--- src/design/gw_pkg.sv ---
// constants and message types of the query translator
package gw_pkg;

  // ---------------------------------------------------------------
  // codes on the query side
  // ---------------------------------------------------------------
  localparam logic [7:0]  FN_READ_COILS    = 8'h01;
  localparam logic [7:0]  FN_READ_INPUTS   = 8'h02;
  localparam logic [7:0]  FN_READ_HOLDING  = 8'h03;
  localparam logic [7:0]  FN_READ_INREGS   = 8'h04;
  localparam logic [7:0]  FN_WRITE_COIL    = 8'h05;
  localparam logic [7:0]  FN_WRITE_REG     = 8'h06;
  localparam logic [7:0]  FN_WRITE_COILS   = 8'h0F;
  localparam logic [7:0]  FN_WRITE_REGS    = 8'h10;
  localparam logic [7:0]  FN_ENCAP         = 8'h11;
  localparam logic [7:0]  PARAM_ENC_QUERY  = 8'h01;
  localparam logic [7:0]  PARAM_ENC_REPLY  = 8'h02;

  // ---------------------------------------------------------------
  // codes on the plc network side
  // ---------------------------------------------------------------
  localparam logic [7:0]  OP_PRIO_READ     = 8'h20;
  localparam logic [7:0]  OP_NP_READ       = 8'h00;
  localparam logic [7:0]  OP_PRIO_WRITE    = 8'h1E;
  localparam logic [7:0]  OP_NP_WRITE      = 8'h02;
  localparam logic [7:0]  OP_PRINT         = 8'h22;
  localparam logic [7:0]  OP_PRINT_REPLY   = 8'h92;
  localparam logic [7:0]  SA_COIL_LOW      = 8'h03;
  localparam logic [7:0]  SA_INPUT_LOW     = 8'h05;
  localparam logic [15:0] SA_HOLDING       = 16'h0006;
  localparam logic [15:0] SA_INREGS        = 16'h0009;
  localparam logic [15:0] SA_WRITE_REG     = 16'h000D;
  localparam logic [15:0] SA_WRITE_COILS   = 16'h001F;
  localparam logic [15:0] SA_WRITE_REGS    = 16'h0020;
  localparam logic [15:0] SA_MARKER        = 16'hBAD5;
  localparam logic [7:0]  TN_READ_HOLDING  = 8'h03;
  localparam logic [7:0]  TN_WRITE_COIL    = 8'h05;
  localparam logic [7:0]  TN_WRITE_REG     = 8'h06;
  localparam logic [7:0]  TN_WRITE_COILS   = 8'h0F;
  localparam logic [7:0]  TN_WRITE_REGS    = 8'h10;
  localparam logic [7:0]  MB_ADDR_FILL     = 8'h00;

  // ---------------------------------------------------------------
  // address ranges and layout
  // ---------------------------------------------------------------
  localparam logic [15:0] REG_LOW_FIRST    = 16'h0001;
  localparam logic [15:0] REG_LOW_LAST     = 16'h2000;
  localparam logic [15:0] REG_HIGH_FIRST   = 16'h2001;
  localparam logic [15:0] REG_HIGH_LAST    = 16'h4000;
  localparam logic [15:0] STATUS_OFFSET    = 16'h2000;
  localparam logic [15:0] BITS_PER_REG     = 16'h0010;
  localparam logic [15:0] ONE16            = 16'h0001;
  localparam int          FIFO_DEPTH       = 8;

  // ---------------------------------------------------------------
  // message carriers
  // ---------------------------------------------------------------
  typedef struct packed {
    logic        is_reply;
    logic [7:0]  unit;
    logic [7:0]  func;
    logic [15:0] start;
    logic [15:0] count;
    logic [15:0] value;
  } mb_msg_t;

  typedef struct packed {
    logic        encap;
    logic [7:0]  opcode;
    logic [15:0] status_addr;
    logic [7:0]  transnum;
    logic        status_field;
    logic [15:0] remote;
    logic [15:0] count;
    logic [15:0] mask;
    logic [15:0] data;
    logic        single_coil;
    logic [7:0]  mb_addr;
    logic [7:0]  mb_func;
  } plc_msg_t;

  typedef struct packed {
    logic        is_reply;
    logic [7:0]  opcode;
    logic [15:0] status_addr;
    logic [7:0]  mb_addr;
    logic [15:0] data;
  } plc_rev_t;

  typedef struct packed {
    logic [7:0]  func;
    logic [7:0]  param;
    logic [7:0]  opcode;
    logic [15:0] status_addr;
    logic [15:0] data;
  } mb_encap_t;

endpackage : gw_pkg

--- src/design/msg_fifo.sv ---
// synchronous valid/ready fifo for translated messages
`timescale 1ns/1ps
module msg_fifo #(
  parameter int W     = 8,
  parameter int DEPTH = 8
) (
  input  wire logic         clk,
  input  wire logic         resetn,
  input  wire logic         wr_valid,
  output logic              wr_ready,
  input  wire logic [W-1:0] wr_data,
  output logic              rd_valid,
  input  wire logic         rd_ready,
  output logic [W-1:0]      rd_data
);
  localparam int AW = $clog2(DEPTH);

  typedef struct packed {
    logic [DEPTH-1:0][W-1:0] mem;
    logic [AW-1:0]           wptr;
    logic [AW-1:0]           rptr;
    logic [AW:0]             cnt;
  } fifo_state_t;

  fifo_state_t s_q;
  fifo_state_t s_d;
  logic        do_wr;
  logic        do_rd;

  assign wr_ready = (s_q.cnt != (AW+1)'(DEPTH));
  assign rd_valid = (s_q.cnt != '0);
  assign rd_data  = s_q.mem[s_q.rptr];
  assign do_wr    = wr_valid && wr_ready;
  assign do_rd    = rd_valid && rd_ready;

  always_comb begin
    s_d = s_q;
    if (do_wr) begin
      s_d.mem[s_q.wptr] = wr_data;
      s_d.wptr = (s_q.wptr == AW'(DEPTH-1)) ? '0 : s_q.wptr + AW'(1);
    end
    if (do_rd) begin
      s_d.rptr = (s_q.rptr == AW'(DEPTH-1)) ? '0 : s_q.rptr + AW'(1);
    end
    if (do_wr && !do_rd) begin
      s_d.cnt = s_q.cnt + (AW+1)'(1);
    end else if (do_rd && !do_wr) begin
      s_d.cnt = s_q.cnt - (AW+1)'(1);
    end
  end

  always_ff @(posedge clk) begin
    if (!resetn) begin
      s_q <= '0;
    end else begin
      s_q <= s_d;
    end
  end

  a_fifo_bound: assert property (@(posedge clk) disable iff (!resetn)
    s_q.cnt <= (AW+1)'(DEPTH)) else $error("fifo count beyond depth");

endmodule : msg_fifo

--- src/design/query_translator.sv ---
// query to plc-network translator with encapsulation and reverse wrap
// ---------------------------------------------------------------
// Summary of operation
// - read coils becomes priority read, status address M N 03 from bit and count
// - read discrete inputs becomes priority read, status address M N 05
// - read holding registers 1..8192 becomes priority read, status code 0006
// - read holding 8193..16384 becomes non-priority status read, transaction 03
// - read input registers 1..8192 becomes a read with status code 0009
// - write single coil becomes non-priority write, transaction 05, one mask bit
// - write single register 1..8192 becomes priority write, status code 000D
// - write single register 8193..16384 becomes non-priority status write, transaction 06
// - aligned multiple-of-16 coil write becomes priority write, status code 001F
// - coil write inside one register, under 16, becomes masked write, transaction 0F
// - single-coil multiple write is flagged for single-coil reverse translation
// - write multiple registers 1..8192 becomes priority write, status code 0020
// - write multiple registers 8193..16384 becomes non-priority status write, transaction 10
// - register numbers 8193..16384 reach status portion of plc register 1 onward
// - any other query is wrapped in print message with marker BAD5
// - replies to wrapped queries become print replies with marker BAD5
// - wrapped messages carry a zero address byte; received byte is ignored
// - register functions keep the register number as remote address in 1..8192
// - every translatable query is accepted and passed on
// - untranslatable plc messages go out as function 17, parameter 01 or 02
// ---------------------------------------------------------------
`timescale 1ns/1ps
module query_translator #(
  parameter int DEPTH = gw_pkg::FIFO_DEPTH
) (
  input  wire logic              clk,
  input  wire logic              resetn,
  input  wire logic              mb_in_valid,
  output logic                   mb_in_ready,
  input  wire gw_pkg::mb_msg_t   mb_in,
  output logic                   plc_out_valid,
  input  wire logic              plc_out_ready,
  output gw_pkg::plc_msg_t       plc_out,
  input  wire logic              rev_in_valid,
  output logic                   rev_in_ready,
  input  wire gw_pkg::plc_rev_t  rev_in,
  output logic                   mb_out_valid,
  input  wire logic              mb_out_ready,
  output gw_pkg::mb_encap_t      mb_out
);
  import gw_pkg::*;

  // ---------------------------------------------------------------
  // helpers
  // ---------------------------------------------------------------
  function automatic logic [3:0] coil_bit(input logic [15:0] coil);
    logic [15:0] z;
    z = coil - ONE16;
    return z[3:0];
  endfunction : coil_bit

  function automatic logic [15:0] coil_reg(input logic [15:0] coil);
    logic [15:0] z;
    z = coil - ONE16;
    return (z >> 4) + ONE16;
  endfunction : coil_reg

  function automatic logic in_low(input logic [15:0] r);
    return (r >= REG_LOW_FIRST) && (r <= REG_LOW_LAST);
  endfunction : in_low

  function automatic logic in_high(input logic [15:0] r);
    return (r >= REG_HIGH_FIRST) && (r <= REG_HIGH_LAST);
  endfunction : in_high

  function automatic plc_msg_t encap_msg(input mb_msg_t m, input logic [7:0] op);
    plc_msg_t p;
    p             = '0;
    p.encap       = 1'b1;
    p.opcode      = op;
    p.status_addr = SA_MARKER;
    p.mb_addr     = MB_ADDR_FILL;
    p.mb_func     = m.func;
    p.remote      = m.start;
    p.count       = m.count;
    p.data        = m.value;
    return p;
  endfunction : encap_msg

  // ---------------------------------------------------------------
  // translation of one query
  // ---------------------------------------------------------------
  function automatic plc_msg_t translate(input mb_msg_t m);
    plc_msg_t    p;
    logic [3:0]  b;
    logic [16:0] span;
    logic [31:0] ones;
    p    = '0;
    b    = coil_bit(m.start);
    span = {1'b0, 12'h000, b} + {1'b0, m.count};
    ones = (32'h0000_0001 << m.count[4:0]) - 32'h0000_0001;
    p.mb_addr = MB_ADDR_FILL;
    p.mb_func = m.func;
    p.count   = m.count;
    p.data    = m.value;
    if (m.is_reply) begin
      p = encap_msg(m, OP_PRINT_REPLY);
    end else begin
      unique case (m.func)
        FN_READ_COILS: begin
          p.opcode      = OP_PRIO_READ;
          p.status_addr = {b, m.count[3:0], SA_COIL_LOW};
          p.remote      = coil_reg(m.start);
        end
        FN_READ_INPUTS: begin
          p.opcode      = OP_PRIO_READ;
          p.status_addr = {b, m.count[3:0], SA_INPUT_LOW};
          p.remote      = coil_reg(m.start);
        end
        FN_READ_HOLDING: begin
          if (in_low(m.start)) begin
            p.opcode      = OP_PRIO_READ;
            p.status_addr = SA_HOLDING;
            p.remote      = m.start;
          end else if (in_high(m.start)) begin
            p.opcode       = OP_NP_READ;
            p.transnum     = TN_READ_HOLDING;
            p.status_field = 1'b1;
            p.remote       = m.start - STATUS_OFFSET;
          end else begin
            p = encap_msg(m, OP_PRINT);
          end
        end
        FN_READ_INREGS: begin
          if (in_low(m.start)) begin
            p.opcode      = OP_PRIO_READ;
            p.status_addr = SA_INREGS;
            p.remote      = m.start;
          end else begin
            p = encap_msg(m, OP_PRINT);
          end
        end
        FN_WRITE_COIL: begin
          p.opcode   = OP_NP_WRITE;
          p.transnum = TN_WRITE_COIL;
          p.mask     = ONE16 << b;
          p.data     = (m.value != 16'h0000) ? (ONE16 << b) : 16'h0000;
          p.remote   = coil_reg(m.start);
          p.count    = ONE16;
        end
        FN_WRITE_REG: begin
          if (in_low(m.start)) begin
            p.opcode      = OP_PRIO_WRITE;
            p.status_addr = SA_WRITE_REG;
            p.remote      = m.start;
          end else if (in_high(m.start)) begin
            p.opcode       = OP_NP_WRITE;
            p.transnum     = TN_WRITE_REG;
            p.status_field = 1'b1;
            p.remote       = m.start - STATUS_OFFSET;
          end else begin
            p = encap_msg(m, OP_PRINT);
          end
          p.count = ONE16;
        end
        FN_WRITE_COILS: begin
          if (b == 4'h0 && m.count != 16'h0000 && m.count[3:0] == 4'h0) begin
            p.opcode      = OP_PRIO_WRITE;
            p.status_addr = SA_WRITE_COILS;
            p.remote      = coil_reg(m.start);
            p.count       = m.count >> 4;
          end else if (m.count != 16'h0000 && m.count < BITS_PER_REG
                       && span <= {1'b0, BITS_PER_REG}) begin
            p.opcode      = OP_NP_WRITE;
            p.transnum    = TN_WRITE_COILS;
            p.mask        = 16'((ones << b));
            p.data        = 16'((m.value << b)) & 16'((ones << b));
            p.remote      = coil_reg(m.start);
            p.count       = ONE16;
            p.single_coil = (m.count == ONE16);
          end else begin
            p = encap_msg(m, OP_PRINT);
          end
        end
        FN_WRITE_REGS: begin
          if (in_low(m.start)) begin
            p.opcode      = OP_PRIO_WRITE;
            p.status_addr = SA_WRITE_REGS;
            p.remote      = m.start;
          end else if (in_high(m.start)) begin
            p.opcode       = OP_NP_WRITE;
            p.transnum     = TN_WRITE_REGS;
            p.status_field = 1'b1;
            p.remote       = m.start - STATUS_OFFSET;
          end else begin
            p = encap_msg(m, OP_PRINT);
          end
        end
        default: begin
          p = encap_msg(m, OP_PRINT);
        end
      endcase
    end
    return p;
  endfunction : translate

  // ---------------------------------------------------------------
  // state
  // ---------------------------------------------------------------
  typedef struct packed {
    logic      stg_v;
    plc_msg_t  stg;
    logic      rev_v;
    mb_encap_t rev;
  } xlate_state_t;

  xlate_state_t s_q;
  xlate_state_t s_d;
  logic         fifo_wr_ready;
  logic         in_fire;
  logic         stg_fire;
  logic         rev_fire;

  // the staging register drains into the fifo; full fifo with an occupied stage stalls the input
  assign stg_fire     = s_q.stg_v && fifo_wr_ready;
  assign mb_in_ready  = !s_q.stg_v || fifo_wr_ready;
  assign in_fire      = mb_in_valid && mb_in_ready;
  assign rev_in_ready = !s_q.rev_v || mb_out_ready;
  assign rev_fire     = rev_in_valid && rev_in_ready;
  assign mb_out_valid = s_q.rev_v;
  assign mb_out       = s_q.rev;

  always_comb begin
    s_d = s_q;
    if (stg_fire) begin
      s_d.stg_v = 1'b0;
    end
    if (in_fire) begin
      s_d.stg_v = 1'b1;
      s_d.stg   = translate(mb_in);
    end
    if (s_q.rev_v && mb_out_ready) begin
      s_d.rev_v = 1'b0;
    end
    if (rev_fire) begin
      s_d.rev_v        = 1'b1;
      s_d.rev.func     = FN_ENCAP;
      s_d.rev.param    = rev_in.is_reply ? PARAM_ENC_REPLY : PARAM_ENC_QUERY;
      s_d.rev.opcode   = rev_in.opcode;
      s_d.rev.status_addr = rev_in.status_addr;
      s_d.rev.data     = rev_in.data;
    end
  end

  always_ff @(posedge clk) begin
    if (!resetn) begin
      s_q <= '0;
    end else begin
      s_q <= s_d;
    end
  end

  // ---------------------------------------------------------------
  // output buffer
  // ---------------------------------------------------------------
  msg_fifo #(
    .W     ($bits(plc_msg_t)),
    .DEPTH (DEPTH)
  ) u_fifo (
    .clk      (clk),
    .resetn   (resetn),
    .wr_valid (s_q.stg_v),
    .wr_ready (fifo_wr_ready),
    .wr_data  (s_q.stg),
    .rd_valid (plc_out_valid),
    .rd_ready (plc_out_ready),
    .rd_data  (plc_out)
  );

  // ---------------------------------------------------------------
  // checks
  // ---------------------------------------------------------------
  a_coil_read_code: assert property (@(posedge clk) disable iff (!resetn)
    in_fire && !mb_in.is_reply && mb_in.func == FN_READ_COILS |=>
      s_q.stg.opcode == OP_PRIO_READ &&
      s_q.stg.status_addr == {coil_bit($past(mb_in.start)), $past(mb_in.count[3:0]), SA_COIL_LOW})
    else $error("coil read status address wrong");

  a_input_read_code: assert property (@(posedge clk) disable iff (!resetn)
    in_fire && !mb_in.is_reply && mb_in.func == FN_READ_INPUTS |=>
      s_q.stg.status_addr[7:0] == SA_INPUT_LOW && s_q.stg.opcode == OP_PRIO_READ)
    else $error("input read translation wrong");

  a_holding_low: assert property (@(posedge clk) disable iff (!resetn)
    in_fire && !mb_in.is_reply && mb_in.func == FN_READ_HOLDING && in_low(mb_in.start) |=>
      s_q.stg.status_addr == SA_HOLDING && s_q.stg.remote == $past(mb_in.start))
    else $error("holding read low range wrong");

  a_holding_high: assert property (@(posedge clk) disable iff (!resetn)
    in_fire && !mb_in.is_reply && mb_in.func == FN_READ_HOLDING && in_high(mb_in.start) |=>
      s_q.stg.opcode == OP_NP_READ && s_q.stg.transnum == TN_READ_HOLDING &&
      s_q.stg.remote == $past(mb_in.start) - STATUS_OFFSET)
    else $error("holding read status range wrong");

  a_inreg_low: assert property (@(posedge clk) disable iff (!resetn)
    in_fire && !mb_in.is_reply && mb_in.func == FN_READ_INREGS && in_low(mb_in.start) |=>
      s_q.stg.status_addr == SA_INREGS && !s_q.stg.encap)
    else $error("input register read wrong");

  a_single_coil: assert property (@(posedge clk) disable iff (!resetn)
    in_fire && !mb_in.is_reply && mb_in.func == FN_WRITE_COIL |=>
      s_q.stg.transnum == TN_WRITE_COIL && $onehot(s_q.stg.mask))
    else $error("single coil write mask wrong");

  a_reg_write_low: assert property (@(posedge clk) disable iff (!resetn)
    in_fire && !mb_in.is_reply && mb_in.func == FN_WRITE_REG && in_low(mb_in.start) |=>
      s_q.stg.opcode == OP_PRIO_WRITE && s_q.stg.status_addr == SA_WRITE_REG)
    else $error("single register write wrong");

  a_regs_write_high: assert property (@(posedge clk) disable iff (!resetn)
    in_fire && !mb_in.is_reply && mb_in.func == FN_WRITE_REGS && in_high(mb_in.start) |=>
      s_q.stg.status_field && s_q.stg.transnum == TN_WRITE_REGS)
    else $error("multiple register status write wrong");

  a_reg_write_high: assert property (@(posedge clk) disable iff (!resetn)
    in_fire && !mb_in.is_reply && mb_in.func == FN_WRITE_REG && in_high(mb_in.start) |=>
      s_q.stg.opcode == OP_NP_WRITE && s_q.stg.transnum == TN_WRITE_REG && s_q.stg.status_field)
    else $error("single register status write wrong");

  a_coil_block_write: assert property (@(posedge clk) disable iff (!resetn)
    in_fire && !mb_in.is_reply && mb_in.func == FN_WRITE_COILS && coil_bit(mb_in.start) == 4'h0 &&
      mb_in.count != 16'h0000 && mb_in.count[3:0] == 4'h0 |=>
      s_q.stg.opcode == OP_PRIO_WRITE && s_q.stg.status_addr == SA_WRITE_COILS)
    else $error("aligned coil write wrong");

  a_coil_mask_write: assert property (@(posedge clk) disable iff (!resetn)
    in_fire && !mb_in.is_reply && mb_in.func == FN_WRITE_COILS |=>
      s_q.stg.transnum != TN_WRITE_COILS ||
      (s_q.stg.opcode == OP_NP_WRITE && s_q.stg.mask != '0 && !(&s_q.stg.mask)))
    else $error("partial coil write mask wrong");

  a_regs_write_low: assert property (@(posedge clk) disable iff (!resetn)
    in_fire && !mb_in.is_reply && mb_in.func == FN_WRITE_REGS && in_low(mb_in.start) |=>
      s_q.stg.opcode == OP_PRIO_WRITE && s_q.stg.status_addr == SA_WRITE_REGS &&
      s_q.stg.remote == $past(mb_in.start))
    else $error("multiple register write wrong");

  a_encap_marker: assert property (@(posedge clk) disable iff (!resetn)
    s_q.stg_v && s_q.stg.encap |->
      s_q.stg.status_addr == SA_MARKER && s_q.stg.mb_addr == MB_ADDR_FILL &&
      (s_q.stg.opcode == OP_PRINT || s_q.stg.opcode == OP_PRINT_REPLY))
    else $error("encapsulated message lacks marker");

  a_reply_wrap: assert property (@(posedge clk) disable iff (!resetn)
    in_fire && mb_in.is_reply |=> s_q.stg.opcode == OP_PRINT_REPLY)
    else $error("reply not wrapped as print reply");

  a_stage_holds: assert property (@(posedge clk) disable iff (!resetn)
    s_q.stg_v && !fifo_wr_ready |=> s_q.stg_v && $stable(s_q.stg))
    else $error("staged message lost under back-pressure");

  a_rev_wrap: assert property (@(posedge clk) disable iff (!resetn)
    rev_fire |=> mb_out_valid && mb_out.func == FN_ENCAP &&
      mb_out.param == ($past(rev_in.is_reply) ? PARAM_ENC_REPLY : PARAM_ENC_QUERY))
    else $error("reverse wrap code wrong");

endmodule : query_translator

--- config.mk ---
export PLATFORM = sky130hd
export DESIGN_NAME = query_translator
export DESIGN_NICKNAME = d
export VERILOG_FILES = /design/src/design/gw_pkg.sv /design/src/design/msg_fifo.sv /design/src/design/query_translator.sv
export SDC_FILE = /design/constraint.sdc
export NUM_CORES = 2
export LEC_CHECK = 0
export BUFFER_PORTS_ARGS = -buffer_cell sky130_fd_sc_hd__buf_2
export CAP_MARGIN = 20
export CORE_MARGIN = 2
export CORE_UTILIZATION = 40
export CTS_CLUSTER_SIZE = 10
export DETAILED_ROUTE_END_ITERATION = 10
export GPL_ROUTABILITY_DRIVEN = 0
export PLACE_DENSITY_LB_ADDON = 0.1
export SLEW_MARGIN = 30
export SYNTH_ARGS = -nofsm -noshare
export SYNTH_HDL_FRONTEND = slang
export SYNTH_SLANG_ARGS = --single-unit
--- constraint.sdc ---
create_clock -name clk -period 13.6 [get_ports clk]
set_clock_uncertainty 0.15 [all_clocks]
set_input_delay 0.68 -clock clk [delete_from_list [all_inputs] [get_ports clk]]
set_output_delay 0.68 -clock clk [all_outputs]
set_load 0.01 [all_outputs]
==> results.txt <==
----------------------------------------------------
[Critical path]
  Kind of launch point of the worst setup path ... primary input
  Endpoint class of the critical path ... flip-flop
  Crit-path slowest cell ... sky130_fd_sc_hd__a21oi_2
  WP data arrival ... between 5000 and 6000 ps
  Count of buffer and inverter cells on the critical path ... 6
  R2R Path End ... u_fifo.s_q[766]
  Reg2Reg Depth ... 8
  Worst setup path category ... in -> reg
  CP required ... 13990 ps
  Register-to-register setup slack ... between 9000 and 10000 ps
  List of cells traversed by the critical path ... buf_2 -> buf_4 -> inv_1 -> buf_4 -> ha_1 -> xnor2_4 -> buf_4 -> inv_1 -> ha_1 -> xnor2_1 -> nor3b_1 -> o21ai_1 -> a21oi_2 -> o21ai_0 -> a2111oi_0 -> a211oi_1
  Slowest cell delay on critical path ... 620 ps
  Cell mode on critical path ... sky130_fd_sc_hd__buf_4
  Reg-to-Reg Start ... u_fifo.s_q[3]
  Largest delay contributor family on the critical path ... compound AO/OA/AOI/OAI gates
  Maximum fanout count along the critical path ... 56

[Die]
  Height of the chip ... between 300 and 400 um
  Core area ... about 110000 um2
  Number of rows created at floorplan ... 121
  Starting density of the core ... about 40%
  Ports placed on the boundary ... about 300
  Die extent in x ... roughly 340 um
  Die area ... between 100000 and 150000 um2

[Hold path]
  Hold Crit Endpoint ... mb_out[7]
  Tightest Hold Check Type ... in -> reg
  Hold Path Cell Cnt ... 3
  Worst Hold Launch ... rev_in[7]

[Cells and area]
  Fraction of final layout cells sized beyond drive strength 1 ... 15.5%
  Final #Nets ... between 5000 and 6000
  Non-filler cells in the finished layout ... roughly 6700
  Area delta synth->final ... 10.2%

[STA]
  Slew at the pin closest to its max-slew limit ... approximately 1000 ps
  Summed negative setup slack over all endpoints ... 0 ps
  Max Freq ... 0.185 GHz
  Final period demand of the worst path ... 5410 ps
  Number of endpoints failing setup at the final stage ... 0
  Final cycle utilization of the critical path ... 39.8%
  Max Transition Viols Final ... 0
  Worst Hold Slack ... about 66 ps
  Worst setup slack after layout ... just over 8000 ps
  RSZ-0062 raised after global routing ... false
  Count of final hold-check violations ... 0
  Worst slew slack as a fraction of its limit ... between 30% and 40%

[Route]
  Final routed wire length divided by cell count ... roughly 23 um
  Initial DRC Count ... approximately 3700
  Routed wire length ... 151000 um
  Vias post-DR ... about 37000
  DRC violations left ... 0
  Number of detailed-routing iterations run before antenna repair ... 6
  Post-DRT Antenna Nets ... 0
  Via density per instance ... 5.60

[GRT]
  Met1 demand-to-capacity share in global routing ... a little under two fifths
  Initial antenna violation count ... 33
  Met2 global-route usage ... approximately two fifths
  Vias in the first global route ... about 35000
  Total global routing overflow ... 0
  Global-route usage over all layers ... between 20% and 30%
  Most used routing layer ... met2
  Global-route wire length before repair ... 225000 um
  Maximum number of pins on one net before global-route repair ... 228
  GR met3 Demand/Resource ... approximately 5.6%

[Placement]
  Number of placed instances, taps included ... ~6500
  Count of input and output buffers ... 253
  Setup Slack @ Placement ... 7560 ps
  Placed wire-length estimate after detailed placement ... between 80000 and 90000 um

[Clock tree]
  CTS H-Tree Depth ... 3
  TritonCTS Buffers ... 111
  Clock-pin slew reported for the worst setup and hold paths after clock tree synthesis ... 60 ps
  Total of hold buffers inserted after clock tree synthesis ... 0
  Clock latency reported for the late side of the worst-skew pair ... about 700 ps
  CTS tree ... yes
  Root Driver ... sky130_fd_sc_hd__clkbuf_16
  Setup fix buffers added after clock tree synthesis ... 0
  Clock Sinks ... approximately 960
  Number of gates resized after cts ... 0
  Bufs on Longest Clock Path ... 3

[Power and ir drop]
  Power per standard cell area ... 134 nW/um2
  Part of the power in combinational logic ... 12.0%
  Leakage ... 16.2 nW
  Sw Share ... 27.3%
  Net switching power of the design ... 1.77 mW
  Register share of total power ... 45.5%
  Worst vdd rail ir drop ... roughly 0.11 mV
  Portion of total power attributed to the clock network ... between 40% and 50%
  Internal power summed over all cells ... ~4.7 mW

[Yosys]
  Register bit total from synthesis ... 955
  Proportion of synthesized flip-flops having asynchronous set or reset ... 0%
  Top area cells in the synthesized netlist ... sky130_fd_sc_hd__dfxtp_1 (44%), sky130_fd_sc_hd__nand2_1 (16%), sky130_fd_sc_hd__a21oi_1 (11%)
  Average cell area after synthesis ... 8.22 um2
  Number of flops mapped to enable cells by yosys ... 0
  Post-Synthesis Cell Area ... ~44000 um2
  Sequential share of the synthesized area ... 43.6%
  Most used DFF post-synth ... sky130_fd_sc_hd__dfxtp_1
  Cell type with the largest total area after synthesis ... sky130_fd_sc_hd__dfxtp_1
  Number of synthesis warnings ... 0
  Distinct cells, synth ... 94
  Share of the synthesized area in the top cell type ... a little over two fifths
  Instance count of the mapped netlist ... between 5000 and 6000

[Job]
  Number of maximum-capacitance constraint violations ... 0

[Run status]
  Result of the run ... complete, no violations

----------------------------------------------------
state kept, by name, indices dropped and copies added, names as in the netlist:
register,count
u_fifo.s_q,810
mb_out,43
s_q,101
mb_out_valid,1
final cells by class:
class	count	area, um2
inverter	27	109
timing repair buffer	317	1880
tap	1414	1770
sequential	955	19100
clock inverter	7	120
multi-input combinational	3781	22200
clock buffer	147	3070
antenna	15	37.5
fill	10800	60500
layer usage:
layer	vias to the layer above	part of all wire (%)
met5	-	0.076
met1	18100	45
met2	1246	45
li1	17800	-
met3	230	7.9
met4	20	2.1
stage by stage:
stage                     utilization, %  instance area (um2)  power, mW
after floorplan                        -                43900       3.53
after global placement              41.3                45000       3.78
after detailed placement            41.4                45000       3.78
after CTS                           44.3                48200       6.53
after global routing                44.4                48300       6.71
final                               44.4                48300       6.47
cell usage after synthesis (51+ instances only):
master / instances
sky130_fd_sc_hd__o21ai_0: 98
sky130_fd_sc_hd__mux4_2: 204
sky130_fd_sc_hd__dfxtp_1: 955
sky130_fd_sc_hd__a21oi_1: 938
sky130_fd_sc_hd__nor2_1: 101
sky130_fd_sc_hd__clkbuf_1: 309
sky130_fd_sc_hd__buf_1: 122
sky130_fd_sc_hd__nand3_1: 51
sky130_fd_sc_hd__buf_2: 91
sky130_fd_sc_hd__nand2_1: 1819
sky130_fd_sc_hd__buf_4: 71
sky130_fd_sc_hd__mux2_2: 105
worst register-to-register path, stage by stage (launching register included):
cell and delay [ps]:
sky130_fd_sc_hd__dfxtp_1 430, sky130_fd_sc_hd__or4b_2 660, sky130_fd_sc_hd__nand2_1 390, sky130_fd_sc_hd__clkinv_1 420, sky130_fd_sc_hd__nand4b_1 210, sky130_fd_sc_hd__buf_4 660, sky130_fd_sc_hd__buf_4 880, sky130_fd_sc_hd__nand2_1 170
sky130_fd_sc_hd__a21oi_1 170
worst max-delay path by stage:
stage	start	end	slack [ps]	cells after the start
6_report	mb_in[32]	s_q[80]	8190	16
5_1_grt	mb_in[32]	s_q[79]	7830	16
4_1_cts	mb_in[32]	s_q[79]	8290	16
3_5_place_dp	mb_in[32]	s_q[79]	7560	16
3_3_place_gp	mb_in[32]	s_q[109]	7420	16
2_1_floorplan	mb_in[32]	s_q[112]	8460	19
placed cells by master (no fill, tap or decap), drive strengths merged, types with 11 or more instances in the layout:
cell,instances
o31ai,13
buf,317
o211ai,19
a32oi,13
nand2,1819
nand2b,12
nor4,23
xnor2,17
a21oi,939
a22oi,23
or3,12
mux4,204
ha,21
inv,28
clkbuf,147
mux2,105
nor2,102
conb,25
mux2i,16
dfxtp,955
nand3,52
o21ai,102
nor3,30
and2,19
nor3b,11
diode,15
a211oi,19
a31oi,27
power by group through the flow:
stage               Sequential, mW  Combinational (mW)  Clock [mW]
detailed placement            3.01               0.777           0
CTS                           2.95               0.779        2.81
floorplan                     2.92               0.606           0
global route                  2.95               0.835        2.92
finish                        2.95               0.779        2.74
global placement              3.01               0.777           0
cells by family (layout without fill, tap and decap cells):
logic type | after synthesis | in the layout | synth area share, %
compound gates | 1249 | 1249 | 15.8
flops | 955 | 955 | 43.6
xor+xnor | 26 | 26 | 0.562
buf+inv | 622 | 498 | 6.23
simple gates | 2133 | 2133 | 19.6
mux | 325 | 325 | 13.5
other cells | 1 | 40 | 0.00855
fa+ha+maj | 23 | 23 | 0.691
(Power assumes the default switching activity.)
